[src/srws_defs.svh]
`ifndef SRWS_DEFS_SVH
`define SRWS_DEFS_SVH
// =====================================================
// timing
// =====================================================
`define SRWS_CLK_HZ 10000000
`define SRWS_RELEASE_MS 200
`define SRWS_POWERUP_MS 250
`define SRWS_WDT0_MS 1400
`define SRWS_WDT1_MS 600
`define SRWS_WDT2_MS 200
// =====================================================
// watchdog select codes and reset value
// =====================================================
`define SRWS_WD_SEL_T0 2'h0
`define SRWS_WD_SEL_T1 2'h1
`define SRWS_WD_SEL_T2 2'h2
`define SRWS_WD_SEL_OFF 2'h3
`define SRWS_WD_SEL_RESET 2'h3
`endif

[src/srws_pkg.sv]
package srws_pkg;
   typedef enum logic [1:0] {srws_st_hold, srws_st_count, srws_st_run} srws_state_e;
   typedef logic [1:0] srws_wdsel_t;
endpackage

[src/srws_bus_if.sv]
interface srws_bus_if;
   logic restart;
   logic bus_abort;
   modport mon (output restart, input bus_abort);
   modport ctl (input restart, output bus_abort);
endinterface

[src/srws_bus_mon.sv]
`include "srws_defs.svh"
module srws_bus_mon
   import srws_pkg::*;
(
   input wire logic clock,
   input wire logic arst_n,
   input wire logic data_in,
   input wire logic clk_in,
   srws_bus_if.mon bus
);
   typedef struct packed {
      logic [2:0] sda_sync;
      logic [2:0] scl_sync;
      logic sda_q;
      logic in_frame;
      logic seen_low;
      logic seen_high;
      logic restart;
   } srws_mon_s;
   srws_mon_s st, next_st;
   logic sda_ok, scl_ok, start_ev, stop_ev;
   always_comb begin
      next_st = st;
      next_st.sda_sync = {st.sda_sync[1:0], data_in};
      next_st.scl_sync = {st.scl_sync[1:0], clk_in};
      sda_ok = (st.sda_sync[2] == st.sda_sync[1]);
      scl_ok = (st.scl_sync[2] == st.scl_sync[1]);
      start_ev = 1'b0;
      stop_ev = 1'b0;
      next_st.restart = 1'b0;
      if (sda_ok) begin
         next_st.sda_q = st.sda_sync[1];
         if (scl_ok && st.scl_sync[1] && st.sda_q && !st.sda_sync[1]) begin
            start_ev = 1'b1;
         end
         if (scl_ok && st.scl_sync[1] && !st.sda_q && st.sda_sync[1]) begin
            stop_ev = 1'b1;
         end
      end
      if (bus.bus_abort) begin
         next_st.in_frame = 1'b0;
      end else if (start_ev) begin
         next_st.in_frame = 1'b1;
         next_st.seen_low = 1'b0;
         next_st.seen_high = 1'b0;
      end else if (stop_ev) begin
         next_st.in_frame = 1'b0;
         next_st.restart = st.in_frame && st.seen_low && st.seen_high;
      end else if (st.in_frame && scl_ok) begin
         if (!st.scl_sync[1]) begin
            next_st.seen_low = 1'b1;
         end else if (st.seen_low) begin
            next_st.seen_high = 1'b1;
         end
      end
   end
   always_ff @(posedge clock or negedge arst_n) begin
      if (!arst_n) begin
         st <= '{sda_sync: 3'h7, scl_sync: 3'h7, sda_q: 1'b1, default: 1'b0};
      end else begin
         st <= next_st;
      end
   end
   assign bus.restart = st.restart;
endmodule

[src/srws_supervisor.sv]
`include "srws_defs.svh"
module srws_supervisor
   import srws_pkg::*;
#(
   parameter int CLK_HZ = `SRWS_CLK_HZ,
   parameter int RELEASE_MS = `SRWS_POWERUP_MS,
   parameter int RELEASE_CYC = (CLK_HZ / 1000) * RELEASE_MS,
   parameter int WDT0_CYC = (CLK_HZ / 1000) * `SRWS_WDT0_MS,
   parameter int WDT1_CYC = (CLK_HZ / 1000) * `SRWS_WDT1_MS,
   parameter int WDT2_CYC = (CLK_HZ / 1000) * `SRWS_WDT2_MS,
   parameter bit ACTIVE_HIGH = 1'b0
)(
   input wire logic clock,
   input wire logic arst_n,
   input wire logic supply_low,
   input wire logic data_in,
   input wire logic clk_in,
   input wire logic write_prot,
   input wire logic sel_we,
   input wire srws_pkg::srws_wdsel_t sel_wdata,
   input wire srws_pkg::srws_wdsel_t sel_stored,
   output logic rst_out,
   output logic rst_oe,
   output logic sel_commit,
   output srws_pkg::srws_wdsel_t wd_sel,
   output logic bus_abort,
   output logic nv_start_ok
);
   import srws_pkg::*;
   localparam int CW = 32;
   typedef struct packed {
      logic [2:0] low_sync;
      srws_state_e state;
      logic [CW-1:0] rel_cnt;
      logic [CW-1:0] wd_cnt;
      srws_wdsel_t sel;
      logic loaded;
      logic rst_act;
      logic rst_out;
      logic rst_oe;
      logic commit;
      logic abort;
      logic nv_ok;
   } srws_top_s;
   srws_top_s st, next_st;
   srws_bus_if bus_i();
   logic low_ok, low, wd_fire;
   logic [CW-1:0] wd_limit;
   function automatic logic [CW-1:0] wd_period(input srws_wdsel_t s);
      case (s)
         `SRWS_WD_SEL_T0: wd_period = WDT0_CYC[CW-1:0];
         `SRWS_WD_SEL_T1: wd_period = WDT1_CYC[CW-1:0];
         `SRWS_WD_SEL_T2: wd_period = WDT2_CYC[CW-1:0];
         default: wd_period = '0;
      endcase
   endfunction
   srws_bus_mon u_mon (
      .clock(clock),
      .arst_n(arst_n),
      .data_in(data_in),
      .clk_in(clk_in),
      .bus(bus_i.mon)
   );
   assign bus_i.bus_abort = st.abort;
   // =====================================================
   // supervision and watchdog
   // =====================================================
   always_comb begin
      next_st = st;
      next_st.low_sync = {st.low_sync[1:0], supply_low};
      low_ok = (st.low_sync[2] == st.low_sync[1]);
      low = st.low_sync[2];
      wd_limit = wd_period(st.sel);
      wd_fire = 1'b0;
      next_st.commit = 1'b0;
      if (!st.loaded) begin
         next_st.sel = sel_stored;
         next_st.loaded = 1'b1;
      end else if (sel_we && !write_prot && !low) begin
         next_st.sel = sel_wdata;
         next_st.commit = 1'b1;
      end
      case (st.state)
         srws_st_hold: begin
            next_st.rel_cnt = '0;
            if (low_ok && !low) begin
               next_st.state = srws_st_count;
            end
         end
         srws_st_count: begin
            if (low) begin
               next_st.state = srws_st_hold;
               next_st.rel_cnt = '0;
            end else if (st.rel_cnt >= RELEASE_CYC[CW-1:0] - 1) begin
               next_st.state = srws_st_run;
            end else begin
               next_st.rel_cnt = st.rel_cnt + 1'b1;
            end
         end
         srws_st_run: begin
            if (low) begin
               next_st.state = srws_st_hold;
            end
         end
         default: next_st.state = srws_st_hold;
      endcase
      if (st.state != srws_st_run || st.sel == `SRWS_WD_SEL_OFF || bus_i.restart) begin
         next_st.wd_cnt = '0;
      end else if (st.wd_cnt >= wd_limit - 1) begin
         wd_fire = 1'b1;
         next_st.wd_cnt = '0;
      end else begin
         next_st.wd_cnt = st.wd_cnt + 1'b1;
      end
      if (wd_fire) begin
         next_st.state = srws_st_hold;
      end
      next_st.rst_act = (next_st.state != srws_st_run);
      // open drain: only ever pulls low, the pull-up gives the high level
      next_st.rst_out = 1'b0;
      next_st.rst_oe = ACTIVE_HIGH ? !next_st.rst_act : next_st.rst_act;
      next_st.abort = low;
      next_st.nv_ok = !low && !write_prot;
   end
   always_ff @(posedge clock or negedge arst_n) begin
      if (!arst_n) begin
         st <= '{low_sync: 3'h7, state: srws_st_hold, rel_cnt: '0, wd_cnt: '0,
            sel: `SRWS_WD_SEL_RESET, loaded: 1'b0, rst_act: 1'b1, rst_out: 1'b0,
            rst_oe: !ACTIVE_HIGH, commit: 1'b0, abort: 1'b1, nv_ok: 1'b0};
      end else begin
         st <= next_st;
      end
   end
   assign rst_out = st.rst_out;
   assign rst_oe = st.rst_oe;
   assign sel_commit = st.commit;
   assign wd_sel = st.sel;
   assign bus_abort = st.abort;
   assign nv_start_ok = st.nv_ok;
endmodule

[config.mk]
export PLATFORM = sky130hd
export DESIGN_NAME = srws_supervisor
export DESIGN_NICKNAME = d
export VERILOG_FILES = /design/src/srws_pkg.sv /design/src/srws_bus_if.sv /design/src/srws_bus_mon.sv /design/src/srws_supervisor.sv
export VERILOG_INCLUDE_DIRS = /design/src
export SDC_FILE = /design/constraint.sdc
export NUM_CORES = 1
export LEC_CHECK = 0
export ABC_AREA = 1
export ABC_CLOCK_PERIOD_IN_PS = 6000
export BUFFER_PORTS_ARGS = -buffer_cell sky130_fd_sc_hd__clkbuf_2
export CAP_MARGIN = 40
export CORE_MARGIN = 2
export CORE_UTILIZATION = 55
export CTS_CLUSTER_SIZE = 25
export DETAILED_ROUTE_END_ITERATION = 10
export PLACE_DENSITY = 0.83
export SLEW_MARGIN = 10
export SYNTH_ARGS = -nofsm -noshare
export SYNTH_HDL_FRONTEND = slang
export SYNTH_SLANG_ARGS = --single-unit
[constraint.sdc]
create_clock -name clock -period 6 [get_ports clock]
set_input_delay 0.9 -clock clock [delete_from_list [all_inputs] [get_ports clock]]
set_output_delay 0.9 -clock clock [all_outputs]
set_load 0.02 [all_outputs]
==> results_dict.tcl, run 1 <==
set metrics [dict create \
    fin_crit_ps 2890 \
    place_ws_ps 3170 \
    cp.arrival_ps 3140 \
    cts_hold_buf 0 \
    synth_top_cell_by_area "dfrtp_1" \
    critPathMaxFanout 19 \
    grt_use_met3_pct 4.70 \
    async_flop_share_pct 100 \
    grtUsageTotal_pct 25.0 \
    syn_inst 726 \
    first_pass_iters 5 \
    slew_viol_final 0 \
    vdd_ir_drop_max_v 0.0000976 \
    hold_class "register to register" \
    cts.sinks 87 \
    clockBufferDepth 2 \
    nets 786 \
    crit_path_end_kind "register" \
    routed_wirelength_um 12300 \
    r2r_cells 12 \
    core_area_sq_mm 0.00968 \
    synth_ff_type "dfrtp_1" \
    viasPerCell 5.29 \
    met2_usage_pct 40.0 \
    ys_seq_area_share_pct 40.5 \
    avgSynthCellArea_sq_um 7.47 \
    rsz0062_at_grt "false" \
    synth_most_common_cell "nand2_1" \
    synthTopCellsByArea "dfrtp_1, nand2_1, nor2_1" \
    syn-cell-area_sq_mm 0.00542 \
    setup_violations 0 \
    die_area_sq_mm 0.0107 \
    startpoint_type "register" \
    avgRoutedWirePerCell_um 14.0 \
    start_util_pct 56.0 \
    cts_resized 0 \
    synth_edf_count 0 \
    die_w_um 103 \
    drive_gt1_share_pct 9.38 \
    synth_commonest_cells "nand2_1, nor2_1, dfrtp_1" \
    syn2layout_area_growth_pct 6.97 \
    grt_overflow 0 \
    r2r_slack_ps 3110 \
    p_leak_nw 2.67 \
    worst_slew_pin_slew_ps 632 \
    antenna_cells 0 \
    pwr_density_cell_mw_per_mm2 195 \
    cts_setup_buffers 0 \
    hold_end "u_mon.next_st[10]" \
    gp_congestion 0.943 \
    first_global_vias 4517 \
    critPathRequiredTime_ps 6250 \
    cts_tree "built" \
    drt-initial-drc-count 321 \
    fp-row-count 36 \
    fp.dieH_um 103 \
    slew_headroom_pct 57.7 \
    grt_pass1_wl_um 20700 \
    synth-seq-cells 87 \
    path_clk_slew_ps 100 \
    fin_crit_sh_pct 48.1 \
    use_met1_pct 33.6 \
    busiest_layer "met2" \
    max_freq_mhz 347 \
    numPortBuffers 16 \
    status "complete, no violations" \
    via_count 4653 \
    worstSkewPairLatency_ps 380 \
    whs_path_depth 0 \
    hold_viol 0 \
    setup_tns_ps 0 \
    pin_count 18 \
    skew_ps 21.0 \
    cts_max_level 3 \
    numCtsBuffers 9 \
    worst-setup-path-type "register to register" \
    antenna_found_initial 0 \
    grt_max_degree 46 \
    cts_root_buf "clkbuf_8" \
    hp-start "u_mon.next_st[9]" \
    synth_cell_type_count 39 \
    syn_nets 771 \
    synth_top_area_share_pct 33.7 \
    max-cap-violations 0 \
    r2r-end "st[26]" \
    dp_hpwl_um 9250 \
    drc 0 \
    ant_nets 0 \
    rr_startpoint "wd_sel[1]" \
    yosys_warnings 0 \
    fin_ws_ps 3110 \
]
-- report_power, final --
part           switching, mW  total (mW)  internal (mW)
sequential            0.0109       0.612          0.602
clock                  0.224       0.420          0.196
combinational         0.0668      0.0965         0.0297
-- how the worst max path moves through the flow --
| stage | endpoint | from | slack (ps) |
|---|---|---|---|
| 2_1_floorplan | st[33] | wd_sel[0] | 3800 |
| 3_3_place_gp | st[39] | wd_sel[0] | 3000 |
| 3_5_place_dp | st[26] | wd_sel[0] | 3170 |
| 4_1_cts | st[26] | wd_sel[1] | 3110 |
| 5_1_grt | st[11] | wd_sel[1] | 2880 |
| 6_report | st[26] | wd_sel[1] | 3110 |
-- final cells by class --
| type | instances | area, sq um |
|---|---|---|
| tap | 133 | 166 |
| multi-input combinational | 555 | 2860 |
| sequential | 87 | 2190 |
| fill | 846 | 3880 |
| timing repair buffer | 19 | 125 |
| clock inverter | 6 | 67.6 |
| clock buffer | 10 | 128 |
| inverter | 69 | 259 |
-- through the flow --
step	area [sq um]	instances	total power [mW]	util [%]	hold WS, ps
after floorplan	5420	726	0.682	-	345
after global placement	5570	861	0.711	57.5	347
after CTS	5800	879	1.14	59.9	362
final	5800	879	1.13	59.9	360
after detailed placement	5610	863	0.720	57.9	349
after global routing	5800	879	1.18	59.9	368
-- cells in the final DEF (no fill, tap or decap), types with 2 or more instances in the layout --
| cell | instances |
|---|---|
| nand2_1 | 210 |
| nor2_1 | 121 |
| dfrtp_1 | 73 |
| inv_1 | 68 |
| nand3_1 | 64 |
| ha_1 | 34 |
| nor3_1 | 24 |
| xor2_1 | 23 |
| clkbuf_2 | 15 |
| dfstp_2 | 14 |
| nor2_2 | 13 |
| a21oi_1 | 12 |
| xnor2_1 | 11 |
| nand4_1 | 9 |
| clkbuf_8 | 9 |
| nor4_1 | 5 |
| nand3b_1 | 3 |
| nor3b_1 | 3 |
| o21ai_0 | 3 |
| nand2_2 | 2 |
| a31oi_1 | 2 |
| conb_1 | 2 |
| inv_4 | 2 |
| inv_6 | 2 |
| buf_4 | 2 |
-- flip-flops by register name (all words and copies together) (netlist names), 2 cells and up --
name           flops
st                67
u_mon.st           6
u_mon.next_st      4
next_st            2
wd_sel             2
-- worst max-delay path: stages, from the launching register on --
cell	delay, ps
dfstp_2	600
ha_1	190
inv_1	210
ha_1	380
nand2_1	50
inv_1	60
nand3_1	60
nor3_1	210
nor2b_1	180
nand2_1	70
nand3_1	420
buf_8	240
nor2_1	60
-- routing by layer --
metal	share of wire [%]	up-vias
met1	46	2160
met4	2.5	0
li1	-	2326
met2	46	146
met5	0	-
met3	6.2	21
-- cell families after synthesis --
family / count (synthesis) / share of synthesized area (%)
and+or+nand+nor: 463 / 37.0
DFF: 87 / 40.5
buffers and inverters: 84 / 6.78
xor gates and xnor gates: 34 / 5.49
adders and majority gates: 34 / 7.84
AOI/OAI and AO/OA: 22 / 2.28
other: 2 / 0.138
Note: power is estimated with default switching activity, not from simulation.
==> inputs of run 2 (changes only) <==
- ABC_CLOCK_PERIOD_IN_PS: 6000 -> 2300
- PLACE_DENSITY: 0.83 -> 0.86
- clock period: 6 -> 2.3 ns (I/O delays scaled with it)
==> run 2 against run 1 <==
  * The run now ends with negative setup slack left
  * Worst hold slack worse by 290 ps
  * Non-clock buffer count is 30 higher
  * Final area grew 11%
  * Combinational power rose to 4.4 times the previous value
  * Die area did not move
  * Register-to-register slack got worse by 3300 ps
  * Via count grew 5.5%
  * Clock power is 130% higher
  * Power grew to 2.7 times the previous value
  * Critical path type unchanged
  * Critical endpoint is now st[25]
  * Largest power group unchanged
==> results_dict.tcl, run 2 (synthesis gave the netlist of run 1 again) <==
set metrics [dict create \
    worst-setup-path-type "register to register" \
    worstSkewPairLatency_ps 360 \
    drc 0 \
    grtUsageTotal_pct 27.0 \
    fin_crit_sh_pct 108 \
    via_count 4911 \
    slew_viol_final 0 \
    worst_slew_pin_slew_ps 677 \
    critPathMaxFanout 8 \
    rsz0062_at_grt "true" \
    antenna_cells 0 \
    path_clk_slew_ps 90 \
    avgRoutedWirePerCell_um 14.9 \
    violations "negative setup slack" \
    vdd_ir_drop_max_v 0.000324 \
    dp_hpwl_um 9400 \
    grt_pass1_wl_um 22500 \
    pwr_density_cell_mw_per_mm2 466 \
    max_freq_mhz 404 \
    pin_count 18 \
    startpoint "wd_sel[0]" \
    critPathRequiredTime_ps 2540 \
    first_global_vias 4703 \
    core_area_sq_mm 0.00968 \
    cp.arrival_ps 2720 \
    gp_congestion 0.975 \
    numPortBuffers 16 \
    layout_common_cells "nand2_1, nor2_1, dfrtp_1, inv_1, nand3_1" \
    hold_viol 0 \
    nets 817 \
    hold_ws_ps 67.0 \
    start_util_pct 56.0 \
    hold_class "primary input to register" \
    fin_crit_ps 2480 \
    setup_violations 34 \
    first_pass_iters 6 \
    place_inst 876 \
    p_leak_nw 2.84 \
    antenna_found_initial 0 \
    fp-row-count 36 \
    final_cells 910 \
    die_w_um 103 \
    clockBufferDepth 2 \
    grt_overflow 0 \
    status "finished, violations left" \
    cts_tree "built" \
    largest_reg_flops 67 \
    drt-initial-drc-count 406 \
    fin_ws_ps -178 \
    hp-start "data_in" \
    slew_headroom_pct 54.5 \
    die_area_sq_mm 0.0107 \
    drive_gt1_share_pct 19.2 \
    routed_wirelength_um 13600 \
    numCtsBuffers 9 \
    ant_nets 0 \
    syn2layout_area_growth_pct 18.4 \
    finalPower_mw 2.99 \
    grt_max_degree 38 \
    final_common_cell "nand2_1" \
    cts.sinks 87 \
    crit_path_end_kind "register" \
    startpoint_type "register" \
    skew_ps 11.9 \
    top_register "st" \
    cts_max_level 3 \
    cts_root_buf "clkbuf_8" \
    rr_startpoint "wd_sel[0]" \
    max-cap-violations 0 \
    post-route-util_pct 66.3 \
    viasPerCell 5.40 \
    fp.dieH_um 103 \
    setup_tns_ps -5160 \
]
run 2: cell types whose count changed in the layout (fill, tap and decap cells not counted), moves of 9 or more:
| cell | change |
|---|---|
| buf_4 | +23 |
| ha_1 | -16 |
| ha_4 | +14 |
| nand2_1 | -10 |
| nand2_2 | +10 |
| nor2_1 | -12 |
| nor2_4 | +9 |
run 2: report_power, final:
part	total, mW	internal, mW	switching, mW
combinational	0.425	0.186	0.240
sequential	1.60	1.57	0.0286
clock	0.970	0.399	0.571
run 2: area by class of cell:
type	instances	area (sq um)
inverters	69	263
well taps	133	166
clock inverters	6	46.3
repair buffers	49	413
fillers	763	3260
repair inverters	1	7.51
clock buffers	10	128
flip-flops and latches	87	2190
multi-input cells	555	3200
run 2: path summary, 6_finish.rpt:
kind / end / slack (ps) / depth (start not counted)
setup reg to reg: st[25] / -180 / 15
hold reg to reg: u_mon.next_st[10] / 360 / 0
hold / removal: u_mon.next_st[9] / 70 / 1
setup / recovery: st[25] / -180 / 15
min in group asynchronous: st[29] / 490 / 2
max in group asynchronous: u_mon.next_st[6] / 1050 / 3
run 2: timing repair:
| action | 4_1_cts | 5_1_grt |
|---|---|---|
| hold buffers | 1 | 0 |
| endpoints found under the hold margin | 27 | 0 |
| resized for setup | 34 | 36 |
| pin swaps | 3 | 5 |
| gates cloned | 3 | 0 |
| buffers inserted | 9 | 5 |
| endpoints found under the setup margin | 34 | 34 |
run 2: per-layer routing:
metal  track usage (%)  vias to the layer above  wire, um
li1                  -                     2389         -
met1              37.8                     2303      6030
met2              43.2                      189      6280
met3              5.11                       30       975
met4              7.79                        0       282
met5                 0                        -         0
run 2: critical path, cell delays in order (launching register included):
cell        delay (ps)
dfstp_2            570
buf_6              110
ha_4               180
clkinvlp_4         110
buf_12             150
ha_1               290
nand2_2             80
nor2_4             120
nand2_1             60
nor2_1             100
nand2_1             80
nand3_2             70
nand2_2             80
nand3_4            140
buf_16             190
nor2_4              40
run 2: per-stage QoR:
step	setup WS (ps)	area [sq um]
6_report	-178	6420
5_1_grt	-320	6420
4_1_cts	-152	6220
3_5_place_dp	-241	5700
3_3_place_gp	-93.8	5700
2_1_floorplan	95.1	5420
